--- src/ccp_defs.svh ---
// constants of the clock conditioning and phase output stage
`ifndef CCP_DEFS_SVH
`define CCP_DEFS_SVH

`define CCP_PERIOD_W      16
`define CCP_RATIO_W       5
`define CCP_FINE_W        9
`define CCP_FINE_FRAC     8
`define CCP_FINE_MAX      255
`define CCP_FINE_FIXED    0
`define CCP_SYNTH_W       22

`endif

--- src/ccp_pkg.sv ---
// types of the clock conditioning and phase output stage
package ccp_pkg;
    typedef enum logic [1:0] {CCP_MTR_IDLE, CCP_MTR_ARMED, CCP_MTR_RUN} ccp_meter_state_t;
    typedef logic signed [8:0] ccp_fine_t;
endpackage

--- src/ccp_period_meter.sv ---
// input clock synchroniser and period / high time meter
`timescale 1ns/1ps
`include "ccp_defs.svh"
module ccp_period_meter #(
    parameter int PW = `CCP_PERIOD_W
) (
    input  wire logic          core_clk,
    input  wire logic          rst_n,
    input  wire logic          source_clock_in,
    output logic               rise_pulse,
    output logic [PW-1:0]      period,
    output logic [PW-1:0]      high_time,
    output logic               valid
);
    import ccp_pkg::*;

    logic             sync1_q;
    logic             sync2_q;
    logic             prev_q;
    logic             fall;
    ccp_meter_state_t st_q;
    ccp_meter_state_t st_d;
    logic [PW-1:0]    cnt_q;
    logic [PW-1:0]    cnt_d;
    logic [PW-1:0]    per_q;
    logic [PW-1:0]    per_d;
    logic [PW-1:0]    hi_q;
    logic [PW-1:0]    hi_d;

    assign rise_pulse = sync2_q & ~prev_q;
    assign fall       = ~sync2_q & prev_q;
    assign period     = per_q;
    assign high_time  = hi_q;
    assign valid      = (st_q == CCP_MTR_RUN);

    // ----------------------------------------
    // measurement
    // ----------------------------------------
    always_comb begin
        st_d  = st_q;
        per_d = per_q;
        hi_d  = hi_q;
        // saturate so a stopped input cannot wrap into a bogus short period
        cnt_d = (cnt_q == {PW{1'b1}}) ? cnt_q : cnt_q + {{(PW-1){1'b0}}, 1'b1};
        case (st_q)
            CCP_MTR_IDLE: begin
                if (rise_pulse) begin
                    st_d  = CCP_MTR_ARMED;
                    cnt_d = {{(PW-1){1'b0}}, 1'b1};
                end
            end
            CCP_MTR_ARMED, CCP_MTR_RUN: begin
                if (fall) begin
                    hi_d = cnt_q;
                end
                if (rise_pulse) begin
                    per_d = cnt_q;
                    cnt_d = {{(PW-1){1'b0}}, 1'b1};
                    st_d  = CCP_MTR_RUN;
                end
            end
            default: begin
                st_d = CCP_MTR_IDLE;
            end
        endcase
    end

    always_ff @(posedge core_clk or negedge rst_n) begin
        if (!rst_n) begin
            sync1_q <= 1'b0;
            sync2_q <= 1'b0;
            prev_q  <= 1'b0;
            st_q    <= CCP_MTR_IDLE;
            cnt_q   <= '0;
            per_q   <= '0;
            hi_q    <= '0;
        end else begin
            sync1_q <= source_clock_in;
            sync2_q <= sync1_q;
            prev_q  <= sync2_q;
            st_q    <= st_d;
            cnt_q   <= cnt_d;
            per_q   <= per_d;
            hi_q    <= hi_d;
        end
    end
endmodule

--- src/ccp_clock_outputs.sv ---
// derived clock output stage: quadrant, doubled, divided and synthesized outputs
// Operation
// - with duty correction on, the zero and three quadrant outputs are reshaped to 50% duty.
// - with duty correction off, the quadrant outputs follow the measured input high time.
// - quadrant outputs rise at 0, 90, 180 and 270 degrees of the input period.
// - in high frequency mode only the zero and half quadrant outputs run; quarter and three-quarter stay low.
// - each quadrant output lags the previous one by a quarter of the input period.
// - the zero output runs at the input rate and its companion is it delayed by half a period.
// - in low frequency mode the doubled pair runs at twice the input rate with 50% duty; in high mode both stay low.
// - the synthesized pair always has 50% duty at input rate times multiply over divide.
// - the divided output is 50% in low mode, and in high mode only for an integer ratio.
// - a fixed fine shift in 1/256 period steps, set at build time, moves all outputs together.
// - user logic may step the fine shift at run time in 1/256 period steps.
// - half-period, quadrant and fine shifts act independently and may combine.
// - the zero output rises at the period start and its half companion at mid period; the doubled companion rises a quarter period after the doubled output.
`timescale 1ns/1ps
`include "ccp_defs.svh"
module ccp_clock_outputs #(
    parameter int PW          = `CCP_PERIOD_W,
    parameter int FINE_FIXED  = `CCP_FINE_FIXED
) (
    input  wire logic                     core_clk,
    input  wire logic                     rst_n,
    input  wire logic                     source_clock_in,
    input  wire logic                     duty_correct_en,
    input  wire logic                     freq_mode_high,
    input  wire logic [`CCP_RATIO_W-1:0]  divider_ratio,
    input  wire logic [`CCP_RATIO_W-1:0]  synth_mult,
    input  wire logic [`CCP_RATIO_W-1:0]  synth_div,
    input  wire logic                     fine_step_req,
    input  wire logic                     fine_step_inc,
    output logic                          deskewed_out_phase_zero,
    output logic                          quadrant_out_quarter,
    output logic                          quadrant_out_half,
    output logic                          quadrant_out_three_quarter,
    output logic                          doubled_out,
    output logic                          doubled_out_inverted_phase,
    output logic                          divided_out,
    output logic                          synth_out,
    output logic                          synth_out_inverted_phase,
    output ccp_pkg::ccp_fine_t            fine_shift_value,
    output logic                          measure_valid
);
    import ccp_pkg::*;

    localparam int SW = `CCP_SYNTH_W;
    localparam int RW = `CCP_RATIO_W;

    logic            rise;
    logic            valid;
    logic [PW-1:0]   per;
    logic [PW-1:0]   hi_time;
    logic [PW-1:0]   half;
    logic [PW-1:0]   qtr;
    logic [PW-1:0]   tqtr;
    logic [PW-1:0]   shift;
    logic [PW-1:0]   eff;
    logic [PW-1:0]   eff2;
    logic [PW-1:0]   lim;
    logic [PW+7:0]   shift_prod;
    logic [7:0]      fine_mag;
    logic [RW:0]     ratio_q4;
    logic [RW:0]     div_lim;
    logic [RW-1:0]   mult;
    logic [RW-1:0]   dvs;
    logic [SW-1:0]   synth_len;
    logic [SW-1:0]   acc_sum;
    logic            qtick;

    logic [PW-1:0]   phase_q, phase_d;
    logic [RW:0]     qcnt_q, qcnt_d;
    logic [RW-1:0]   pcnt_q, pcnt_d;
    logic [SW-1:0]   acc_q, acc_d;
    ccp_fine_t       fine_q, fine_d;
    logic [8:0]      outs_q, outs_d;
    logic            valid_q;

    ccp_period_meter #(.PW(PW)) u_meter (
        .core_clk        (core_clk),
        .rst_n           (rst_n),
        .source_clock_in (source_clock_in),
        .rise_pulse      (rise),
        .period          (per),
        .high_time       (hi_time),
        .valid           (valid)
    );

    // distance from b forward to a, modulo m (b below m assumed)
    function automatic logic [PW-1:0] sub_mod(input logic [PW-1:0] a, input logic [PW-1:0] b,
                                              input logic [PW-1:0] m);
        logic [PW:0] t;
        t = (a >= b) ? {1'b0, a} - {1'b0, b} : {1'b0, a} + {1'b0, m} - {1'b0, b};
        return t[PW-1:0];
    endfunction

    // ----------------------------------------
    // phase arithmetic
    // ----------------------------------------
    assign half       = per >> 1;
    assign qtr        = per >> 2;
    assign tqtr       = half + qtr;
    assign fine_mag   = fine_q[8] ? 8'(-fine_q) : fine_q[7:0];
    assign shift_prod = per * fine_mag;
    assign shift      = shift_prod[PW+7:8];
    // fine shift is applied once to the shared phase, so every output moves with it
    assign eff        = fine_q[8] ? sub_mod(phase_q, per - shift, per) : sub_mod(phase_q, shift, per);
    assign eff2       = (eff >= half) ? eff - half : eff;
    assign lim        = duty_correct_en ? half : hi_time;
    assign qtick      = valid && (eff == '0 || eff == qtr || eff == half || eff == tqtr);
    assign mult       = (synth_mult == '0) ? RW'(1) : synth_mult;
    assign dvs        = (synth_div == '0) ? RW'(1) : synth_div;
    assign synth_len  = SW'(per) * SW'(dvs);
    assign acc_sum    = acc_q + SW'(mult);
    // ratio in half steps, held at 1.0 or more; output period in quarter input periods is twice it
    assign ratio_q4   = (divider_ratio < RW'(2)) ? (RW+1)'(4) : {divider_ratio, 1'b0};
    // half-unit ratio in high mode loses symmetry by one quarter period
    assign div_lim    = (freq_mode_high && ratio_q4[1]) ? (ratio_q4 >> 1) + (RW+1)'(1) : ratio_q4 >> 1;

    // ----------------------------------------
    // timebase and fine shift
    // ----------------------------------------
    always_comb begin
        phase_d = phase_q;
        qcnt_d  = qcnt_q;
        pcnt_d  = pcnt_q;
        acc_d   = (acc_sum >= synth_len) ? acc_sum - synth_len : acc_sum;
        fine_d  = fine_q;
        if (rise || !valid || phase_q + PW'(1) >= per) begin
            phase_d = '0;
        end else begin
            phase_d = phase_q + PW'(1);
        end
        if (qtick) begin
            qcnt_d = (qcnt_q + (RW+1)'(1) >= ratio_q4) ? '0 : qcnt_q + (RW+1)'(1);
        end
        // realign the synthesizer to the zero edge every divide-count input periods
        if (valid && eff == '0) begin
            pcnt_d = (pcnt_q + RW'(1) >= dvs) ? '0 : pcnt_q + RW'(1);
            if (pcnt_q + RW'(1) >= dvs) begin
                acc_d = '0;
            end
        end
        if (fine_step_req) begin
            if (fine_step_inc && fine_q < ccp_fine_t'(`CCP_FINE_MAX)) begin
                fine_d = fine_q + ccp_fine_t'(1);
            end else if (!fine_step_inc && fine_q > -ccp_fine_t'(`CCP_FINE_MAX)) begin
                fine_d = fine_q - ccp_fine_t'(1);
            end
        end
    end

    // ----------------------------------------
    // output waveforms
    // ----------------------------------------
    always_comb begin
        outs_d    = '0;
        outs_d[0] = valid && (eff < lim);
        outs_d[1] = valid && !freq_mode_high && (sub_mod(eff, qtr, per) < lim);
        outs_d[2] = valid && (sub_mod(eff, half, per) < lim);
        outs_d[3] = valid && !freq_mode_high && (sub_mod(eff, tqtr, per) < lim);
        outs_d[4] = valid && !freq_mode_high && (eff2 < qtr);
        outs_d[5] = valid && !freq_mode_high && (eff2 >= qtr);
        outs_d[6] = valid && (qcnt_q < div_lim);
        // synthesized rate is limited to half the core clock by this sampling
        outs_d[7] = valid && (acc_q < (synth_len >> 1));
        outs_d[8] = valid && (acc_q >= (synth_len >> 1));
    end

    always_ff @(posedge core_clk or negedge rst_n) begin
        if (!rst_n) begin
            phase_q <= '0;
            qcnt_q  <= '0;
            pcnt_q  <= '0;
            acc_q   <= '0;
            fine_q  <= ccp_fine_t'(FINE_FIXED);
            outs_q  <= '0;
            valid_q <= 1'b0;
        end else begin
            phase_q <= phase_d;
            qcnt_q  <= qcnt_d;
            pcnt_q  <= pcnt_d;
            acc_q   <= acc_d;
            fine_q  <= fine_d;
            outs_q  <= outs_d;
            valid_q <= valid;
        end
    end

    assign deskewed_out_phase_zero    = outs_q[0];
    assign quadrant_out_quarter       = outs_q[1];
    assign quadrant_out_half          = outs_q[2];
    assign quadrant_out_three_quarter = outs_q[3];
    assign doubled_out                = outs_q[4];
    assign doubled_out_inverted_phase = outs_q[5];
    assign divided_out                = outs_q[6];
    assign synth_out                  = outs_q[7];
    assign synth_out_inverted_phase   = outs_q[8];
    assign fine_shift_value           = fine_q;
    assign measure_valid              = valid_q;
endmodule

--- config.mk ---
export PLATFORM = sky130hd
export DESIGN_NAME = ccp_clock_outputs
export DESIGN_NICKNAME = d
export VERILOG_FILES = /design/src/ccp_pkg.sv /design/src/ccp_period_meter.sv /design/src/ccp_clock_outputs.sv
export VERILOG_INCLUDE_DIRS = /design/src /design/src/src
export SDC_FILE = /design/constraint.sdc
export NUM_CORES = 1
export LEC_CHECK = 0
export ABC_AREA = 1
export BUFFER_PORTS_ARGS = -buffer_cell sky130_fd_sc_hd__buf_2
export CAP_MARGIN = 0
export CORE_AREA = 2 2 153 305
export CTS_CLUSTER_SIZE = 8
export DETAILED_ROUTE_END_ITERATION = 8
export DIE_AREA = 0 0 155 307
export GPL_ROUTABILITY_DRIVEN = 0
export PLACE_DENSITY = 0.76
export SETUP_SLACK_MARGIN = 0.2
export SKIP_CTS_REPAIR_TIMING = 1
export SKIP_LAST_GASP = 1
export SYNTH_ARGS = -nofsm -noshare
export SYNTH_HDL_FRONTEND = slang
export SYNTH_SLANG_ARGS = --single-unit
--- constraint.sdc ---
create_clock -name core_clk -period 31.7 [get_ports core_clk]
set_clock_uncertainty 0.05 [all_clocks]
set_input_delay 6.34 -clock core_clk [delete_from_list [all_inputs] [get_ports core_clk]]
set_output_delay 6.34 -clock core_clk [all_outputs]
set_load 0.005 [all_outputs]
Yosys cells after proc, flatten, opt, wreduce, memory -nomap -nowiden --
Cells that the tools add are included.
Storage, ports and cells: flip-flop bits (word level) 121, input port bits 22, output and inout port bits 19
Cells by class: magnitude comparators 21, mux-type cells 27, equal/unequal tests 8, $mul 2, bitwise operators 4, $add $sub $neg 25, reductions and logical operators 34
Operators with widths (count):
- 2-to-1 mux 16 bit | 12
- subtractor 16 bit | 7
- 2-to-1 mux 22 bit | 3
- greater-or-equal comparator 16 bit | 4
- less-than comparator 16 bit | 4
- subtractor 16 x 15 -> 16 bit | 3
- adder 16 x 1 -> 16 bit, second input constant | 2
- adder 16 bit | 2
- greater-or-equal comparator 16 x 14 -> 1 bit | 2
- subtractor 16 x 14 -> 16 bit | 2
- multiplier 16 x 8 -> 24 bit | 1
- adder 22 x 5 -> 22 bit | 1
- greater-or-equal comparator 22 x 20 -> 1 bit | 1
- greater-or-equal comparator 22 x 21 -> 1 bit | 1
- less-than comparator 22 x 20 -> 1 bit | 1
- subtractor 22 x 21 -> 22 bit | 1
- multiplier 16 x 5 -> 21 bit | 1
- 2-to-1 mux 6 bit | 3
- 2-to-1 mux 9 bit | 2
- adder 15 x 14 -> 16 bit | 1
- equality test 16 x 14 -> 1 bit | 1
- equality test 16 x 15 -> 1 bit | 1
- equality test 16 bit | 1
- equality test 16 bit, second input constant | 1
- other kinds (33) | 63

Longest topological paths before layout --
depth after elaboration 12, mapped depth 87, gate-level depth less buffers 85

Modules after synthesis --
From an unflattened synthesis, not the netlist that was laid out.
Unflattened totals: cell total of the unflattened synthesis 3961, area, all modules 26820.7 µm²
By module, submodules not included:
- ccp_clock_outputs | cells an instance 3694, area each 24512.3 µm², instances 1, seq. area each 1701.6 µm²
- ccp_period_meter | cells an instance 267, area each 2308.5 µm², instances 1, seq. area each 1326.3 µm²

Least setup slack after synthesis --
OpenSTA, ideal clock, no wires.
kind input -> register, start input synth_div[4], end register acc_q[19], data arrival time 12355 ps, cell stages on the path 36, required time 31528 ps, path buffers 3, setup slack 19172 ps, cells stage by stage clkbuf_1 clkbuf_1 nand2_1 fa_1 fa_1 fa_1 inv_1 ha_1 nand3_1 nand2_1 a21oi_1 nor2_1 nor2_1 o21ai_0 a21oi_1 o21bai_1 a21oi_1 o21bai_1 a21oi_1 o21bai_1 a21oi_1 o21bai_1 a21o_1 a21oi_1 xor2_1 ha_1 nand2_1 nor2_1 nand4_1 o211ai_1 a21oi_1 nand2_1 clkbuf_1 o21ai_0 o21ai_0 nor2_2
On the way: word-level cells in the longest chain between the ends 7, elaborated cells between the ends (all ways) 9, those cells by class 1 x add/sub; 1 x mul; 2 x order compare; 4 x mux; 1 x reduce/logical
Ends and longest elaborated chain:
- from (decl) | RTL line ccp_clock_outputs.sv:29 | input wire logic [`CCP_RATIO_W-1:0] synth_div,
- zero test 5 bit | RTL line ccp_clock_outputs.sv:111 | assign dvs = (synth_div == '0) ? RW'(1) : synth_div;
- 2-to-1 mux 5 bit (*) | RTL line ccp_clock_outputs.sv:111
- multiplier 16 x 5 -> 21 bit | RTL line ccp_clock_outputs.sv:112 | assign synth_len = SW'(per) * SW'(dvs);
- subtractor 22 x 21 -> 22 bit or greater-or-equal comparator 22 x 21 -> 1 bit (tied branches) | RTL line ccp_clock_outputs.sv:126 | acc_d = (acc_sum >= synth_len) ? acc_sum - synth_len : acc_sum;
- 2-to-1 mux 22 bit | RTL line ccp_clock_outputs.sv:126
- 2-to-1 mux 22 bit | RTL line ccp_clock_outputs.sv:139 | if (pcnt_q + RW'(1) >= dvs) begin
- 2-to-1 mux 22 bit (*) | RTL line ccp_clock_outputs.sv:137 | if (valid && eff == '0) begin
- named net acc_d[19] | RTL line ccp_clock_outputs.sv:73 | logic [SW-1:0] acc_q, acc_d;
- to (signal assigned) | RTL line ccp_clock_outputs.sv:174 | acc_q <= '0;
- to (signal assigned) | RTL line ccp_clock_outputs.sv:182 | acc_q <= acc_d;
- to (decl) | RTL line ccp_clock_outputs.sv:73
The timed path passes the listed nets; every way through them passes the cells marked *. A chain may end at the register's enable or synchronous reset.

Final worst setup path --
start register fine_q[0], in the netlist fine_shift_value[0], end register outs_q[1]
On the way: word-level cells in the longest chain between the ends 12, elaborated cells between the ends (all ways) 20, those cells by class 9 x add/sub; 1 x mul; 4 x order compare; 5 x mux; 1 x reduce/logical
Ends and longest elaborated chain:
- from (decl) | RTL line ccp_clock_outputs.sv:74 | ccp_fine_t fine_q, fine_d;
- from (signal assigned) | RTL line ccp_clock_outputs.sv:175 | fine_q <= ccp_fine_t'(FINE_FIXED);
- from (signal assigned) | RTL line ccp_clock_outputs.sv:183 | fine_q <= fine_d;
- negator 8 bit | RTL line ccp_clock_outputs.sv:102 | assign fine_mag = fine_q[8] ? 8'(-fine_q) : fine_q[7:0];
- 2-to-1 mux 8 bit (*) | RTL line ccp_clock_outputs.sv:102
- multiplier 16 x 8 -> 24 bit (*) | RTL line ccp_clock_outputs.sv:103 | assign shift_prod = per * fine_mag;
- subtractor 16 bit | RTL line ccp_clock_outputs.sv:106 | assign eff = fine_q[8] ? sub_mod(phase_q, per - shift, per) : sub_mod(phase_q, shift, per);
- subtractor 16 bit or greater-or-equal comparator 16 bit (tied branches) | RTL line ccp_clock_outputs.sv:92 | t = (a >= b) ? {1'b0, a} - {1'b0, b} : {1'b0, a} + {1'b0, m} - {1'b0, b};
- 2-to-1 mux 16 bit | RTL line ccp_clock_outputs.sv:92
- 2-to-1 mux 16 bit (*) | RTL line ccp_clock_outputs.sv:106
- adder 16 bit | RTL line ccp_clock_outputs.sv:92
- subtractor 16 x 14 -> 16 bit | RTL line ccp_clock_outputs.sv:92
- 2-to-1 mux 16 bit (*) | RTL line ccp_clock_outputs.sv:92
- less-than comparator 16 bit (*) | RTL line ccp_clock_outputs.sv:158 | outs_d[1] = valid && !freq_mode_high && (sub_mod(eff, qtr, per) < lim);
- logical AND 1 bit (*) | RTL line ccp_clock_outputs.sv:158
- named net outs_d[1] | RTL line ccp_clock_outputs.sv:75 | logic [8:0] outs_q, outs_d;
- to (signal assigned) | RTL line ccp_clock_outputs.sv:184 | outs_q <= outs_d;
- to (decl) | RTL line ccp_clock_outputs.sv:75
Marked as above.

==> metrics.txt <==
status completed; max layer used met4; GRT Total Usage 0.362; Area growth, synth to finish 5.56%; syn_area_per_cell 6.78 sq um; most used cell, CP nand2_1; WL met2 36900 um; Clock Path Buffers 2; post-route ant nets 0; worst hold path class reg2reg; Crit Path Class reg2reg; RSZ-0062 raised after global routing false; Residual DRC 0; Worst-Skew Late Latency 0.47 ns; Placeable Area roughly 45000 sq um; Critical Path Source Type flop; antenna diode count 0; H-tree depth 4; final worst path period share 0.461; die area 47600 sq um; fraction of registers with async set/reset 1.00; number of buffers created by CTS 17; GR Overflow Total 0; initial antenna violation count 0; fin util 0.624; Tightest Pin Transition 1.15 ns; drt initial violations 2386; Starting Density 0.591; Crit path largest cell delay 0.92 ns; final setup TNS 0 ns; chip width 155 um; Syn Nets between 4000 and 5000; crit path capture type flop; share of cells above drive strength 1 0.0512; worst r2r src fine_shift_value[0]; Worst R2R Path Depth 74; Seq/Total Area, Yosys 0.113; final hold vios 0; Req. time, crit path 32.04 ns; Root Buffer clkbuf_16; Ys Warns 0; hold path depth 0; WL met1 33700 um; nets@finish ~4600; Finish-stage setup viols 0; slowest CP cell dfrtp_1; flops & latches, synth 121; Vias around 27000; Cell Rows 111; fmax 0.0684 GHz; clk sinks roughly 120; cell count after synthesis 3955; EDFF count, synth 0; CTS tree yes; post-detail-place hpwl 67600 um; CP arrival 14.95 ns; Die Ht 307 um; Hold WS roughly 0.32 ns; R2R Path End outs_q[1]; Min-Delay Startpoint u_meter.sync1_q; routed length per instance 18.6 um; min cycle time layout 14.61 ns; Hold EP u_meter.sync2_q; First-pass DRT Iterations 6; count of cell types in the netlist 68; Synth Cell Area 26800 sq um; Max Slew Vio Count 0; final WL 84500 um; Max FO, Critical Path 24; vias in the first global route 26000; prevailing post-synth register cell dfrtp_1; IO Pins 41; met3 wire length ~8300 um; most frequent cells in the layout nand2_1, inv_1, ha_1, nor2_1, a21oi_1; Rel. slew slack 0.233; largest net degree at the start of global routing between 60 and 70; minimum setup slack among reg-to-reg paths 17.09 ns; max-cap viol count 0; # port buffers 40; most common cell after layout, fill and taps aside nand2_1; first-pass GRT wire length around 140000 um; Vias/cell 5.87; Clk pin slew, worst setup/hold paths 0.08 ns
## how the worst max path moves through the flow
stage	endpoint	depth (start not counted)	slack (ns)	startpoint
after floorplan	acc_q[19]	36	19.17	synth_div[4]
after global placement	outs_q[2]	70	17.97	fine_shift_value[0]
after detailed placement	outs_q[1]	74	17.38	fine_shift_value[0]
after CTS	outs_q[1]	74	17.38	fine_shift_value[0]
after global routing	outs_q[1]	72	15.94	fine_shift_value[0]
final	outs_q[1]	74	17.09	fine_shift_value[0]
## cell usage after synthesis, types with 4 or more instances
master      n  area share
o21ai_0   224       0.042
and2_1     11      0.0026
o211ai_1   12      0.0034
buf_2       9      0.0017
clkbuf_1   55      0.0077
xnor2_1    59       0.019
inv_1     673       0.094
nand3b_1   12      0.0034
nand4_1    37      0.0086
o31ai_1     5      0.0014
xor2_1    155       0.051
nand2_1   841        0.12
buf_6       4      0.0017
mux2i_1    13      0.0048
ha_1      416        0.19
nor4_1     14      0.0033
nor2_2     24      0.0056
o21a_1      7      0.0020
o21bai_1   62       0.017
o21ai_1    13      0.0024
nor3_1     57       0.011
nand3_2    12      0.0045
a21o_1     13      0.0036
a211oi_1   19      0.0053
o221ai_1    6      0.0020
inv_2      12      0.0017
or2_2      17      0.0040
a21oi_1   275       0.051
nor2_1    311       0.044
clkinv_1    6     0.00084
fa_1      142        0.11
dfrtp_1   121        0.11
a31oi_1    16      0.0037
a21boi_0    4      0.0011
nand3_1   229       0.043
nand2_2    20      0.0047
## cell families after synthesis
| logic type | count (synthesis) | share of synthesized area |
|---|---|---|
| AO/OA/AOI/OAI | 682 | 0.145 |
| adder cells (fa/ha/maj) | 558 | 0.300 |
| multiplexers | 13 | 0.00485 |
| AND/OR/NAND/NOR | 1603 | 0.258 |
| XOR/XNOR | 216 | 0.0713 |
| buffers and inverters | 762 | 0.109 |
| flip-flops | 121 | 0.113 |
## flip-flops by register name, summed over array words and instances (netlist names)
signal and cells:
u_meter.sync2_q 1, u_meter.prev_q 1, u_meter.st_q 2, fine_shift_value 9, u_meter.period 16, outs_q 9
pcnt_q 5, qcnt_q 6, phase_q 16, acc_q 22, u_meter.sync1_q 1, measure_valid 1
u_meter.cnt_q 16, u_meter.high_time 16
## critical path: cells and delay by family, from the launching register on
kind	cells	cell delay [ns]
compound gates	17	2.91
fa+ha+maj	12	4.74
flops	1	0.92
simple gates	29	3.60
xor+xnor	4	1.01
buf+inv	12	1.27
## layout make-up
type                    count  area, sq um
clock buffers              18          439
clock inverters            13          218
fillers                  4228        17100
inverters                 692         2600
multi-input cells        3072        20900
flip-flops and latches    121         3030
well taps                 565          707
repair buffers             70          432
## per-layer routing
metal / track usage / up-vias
met5: 0 / -
met4: 0.194 / 0
met3: 0.0676 / 257
met1: 0.469 / 12400
met2: 0.569 / 1171
li1: - / 12900
## metrics by stage
step	setup slack (ns)	area, sq um	instances
finish	17.09	28300	4551
global route	15.94	28300	4551
CTS	17.38	28300	4551
detailed placement	17.38	27700	4520
global placement	17.97	27700	4520
floorplan	19.17	26800	3955
Power is left out: the tool's default activity adds up to more than one toggle a clock period on the data nets, which glitch-free logic cannot reach.
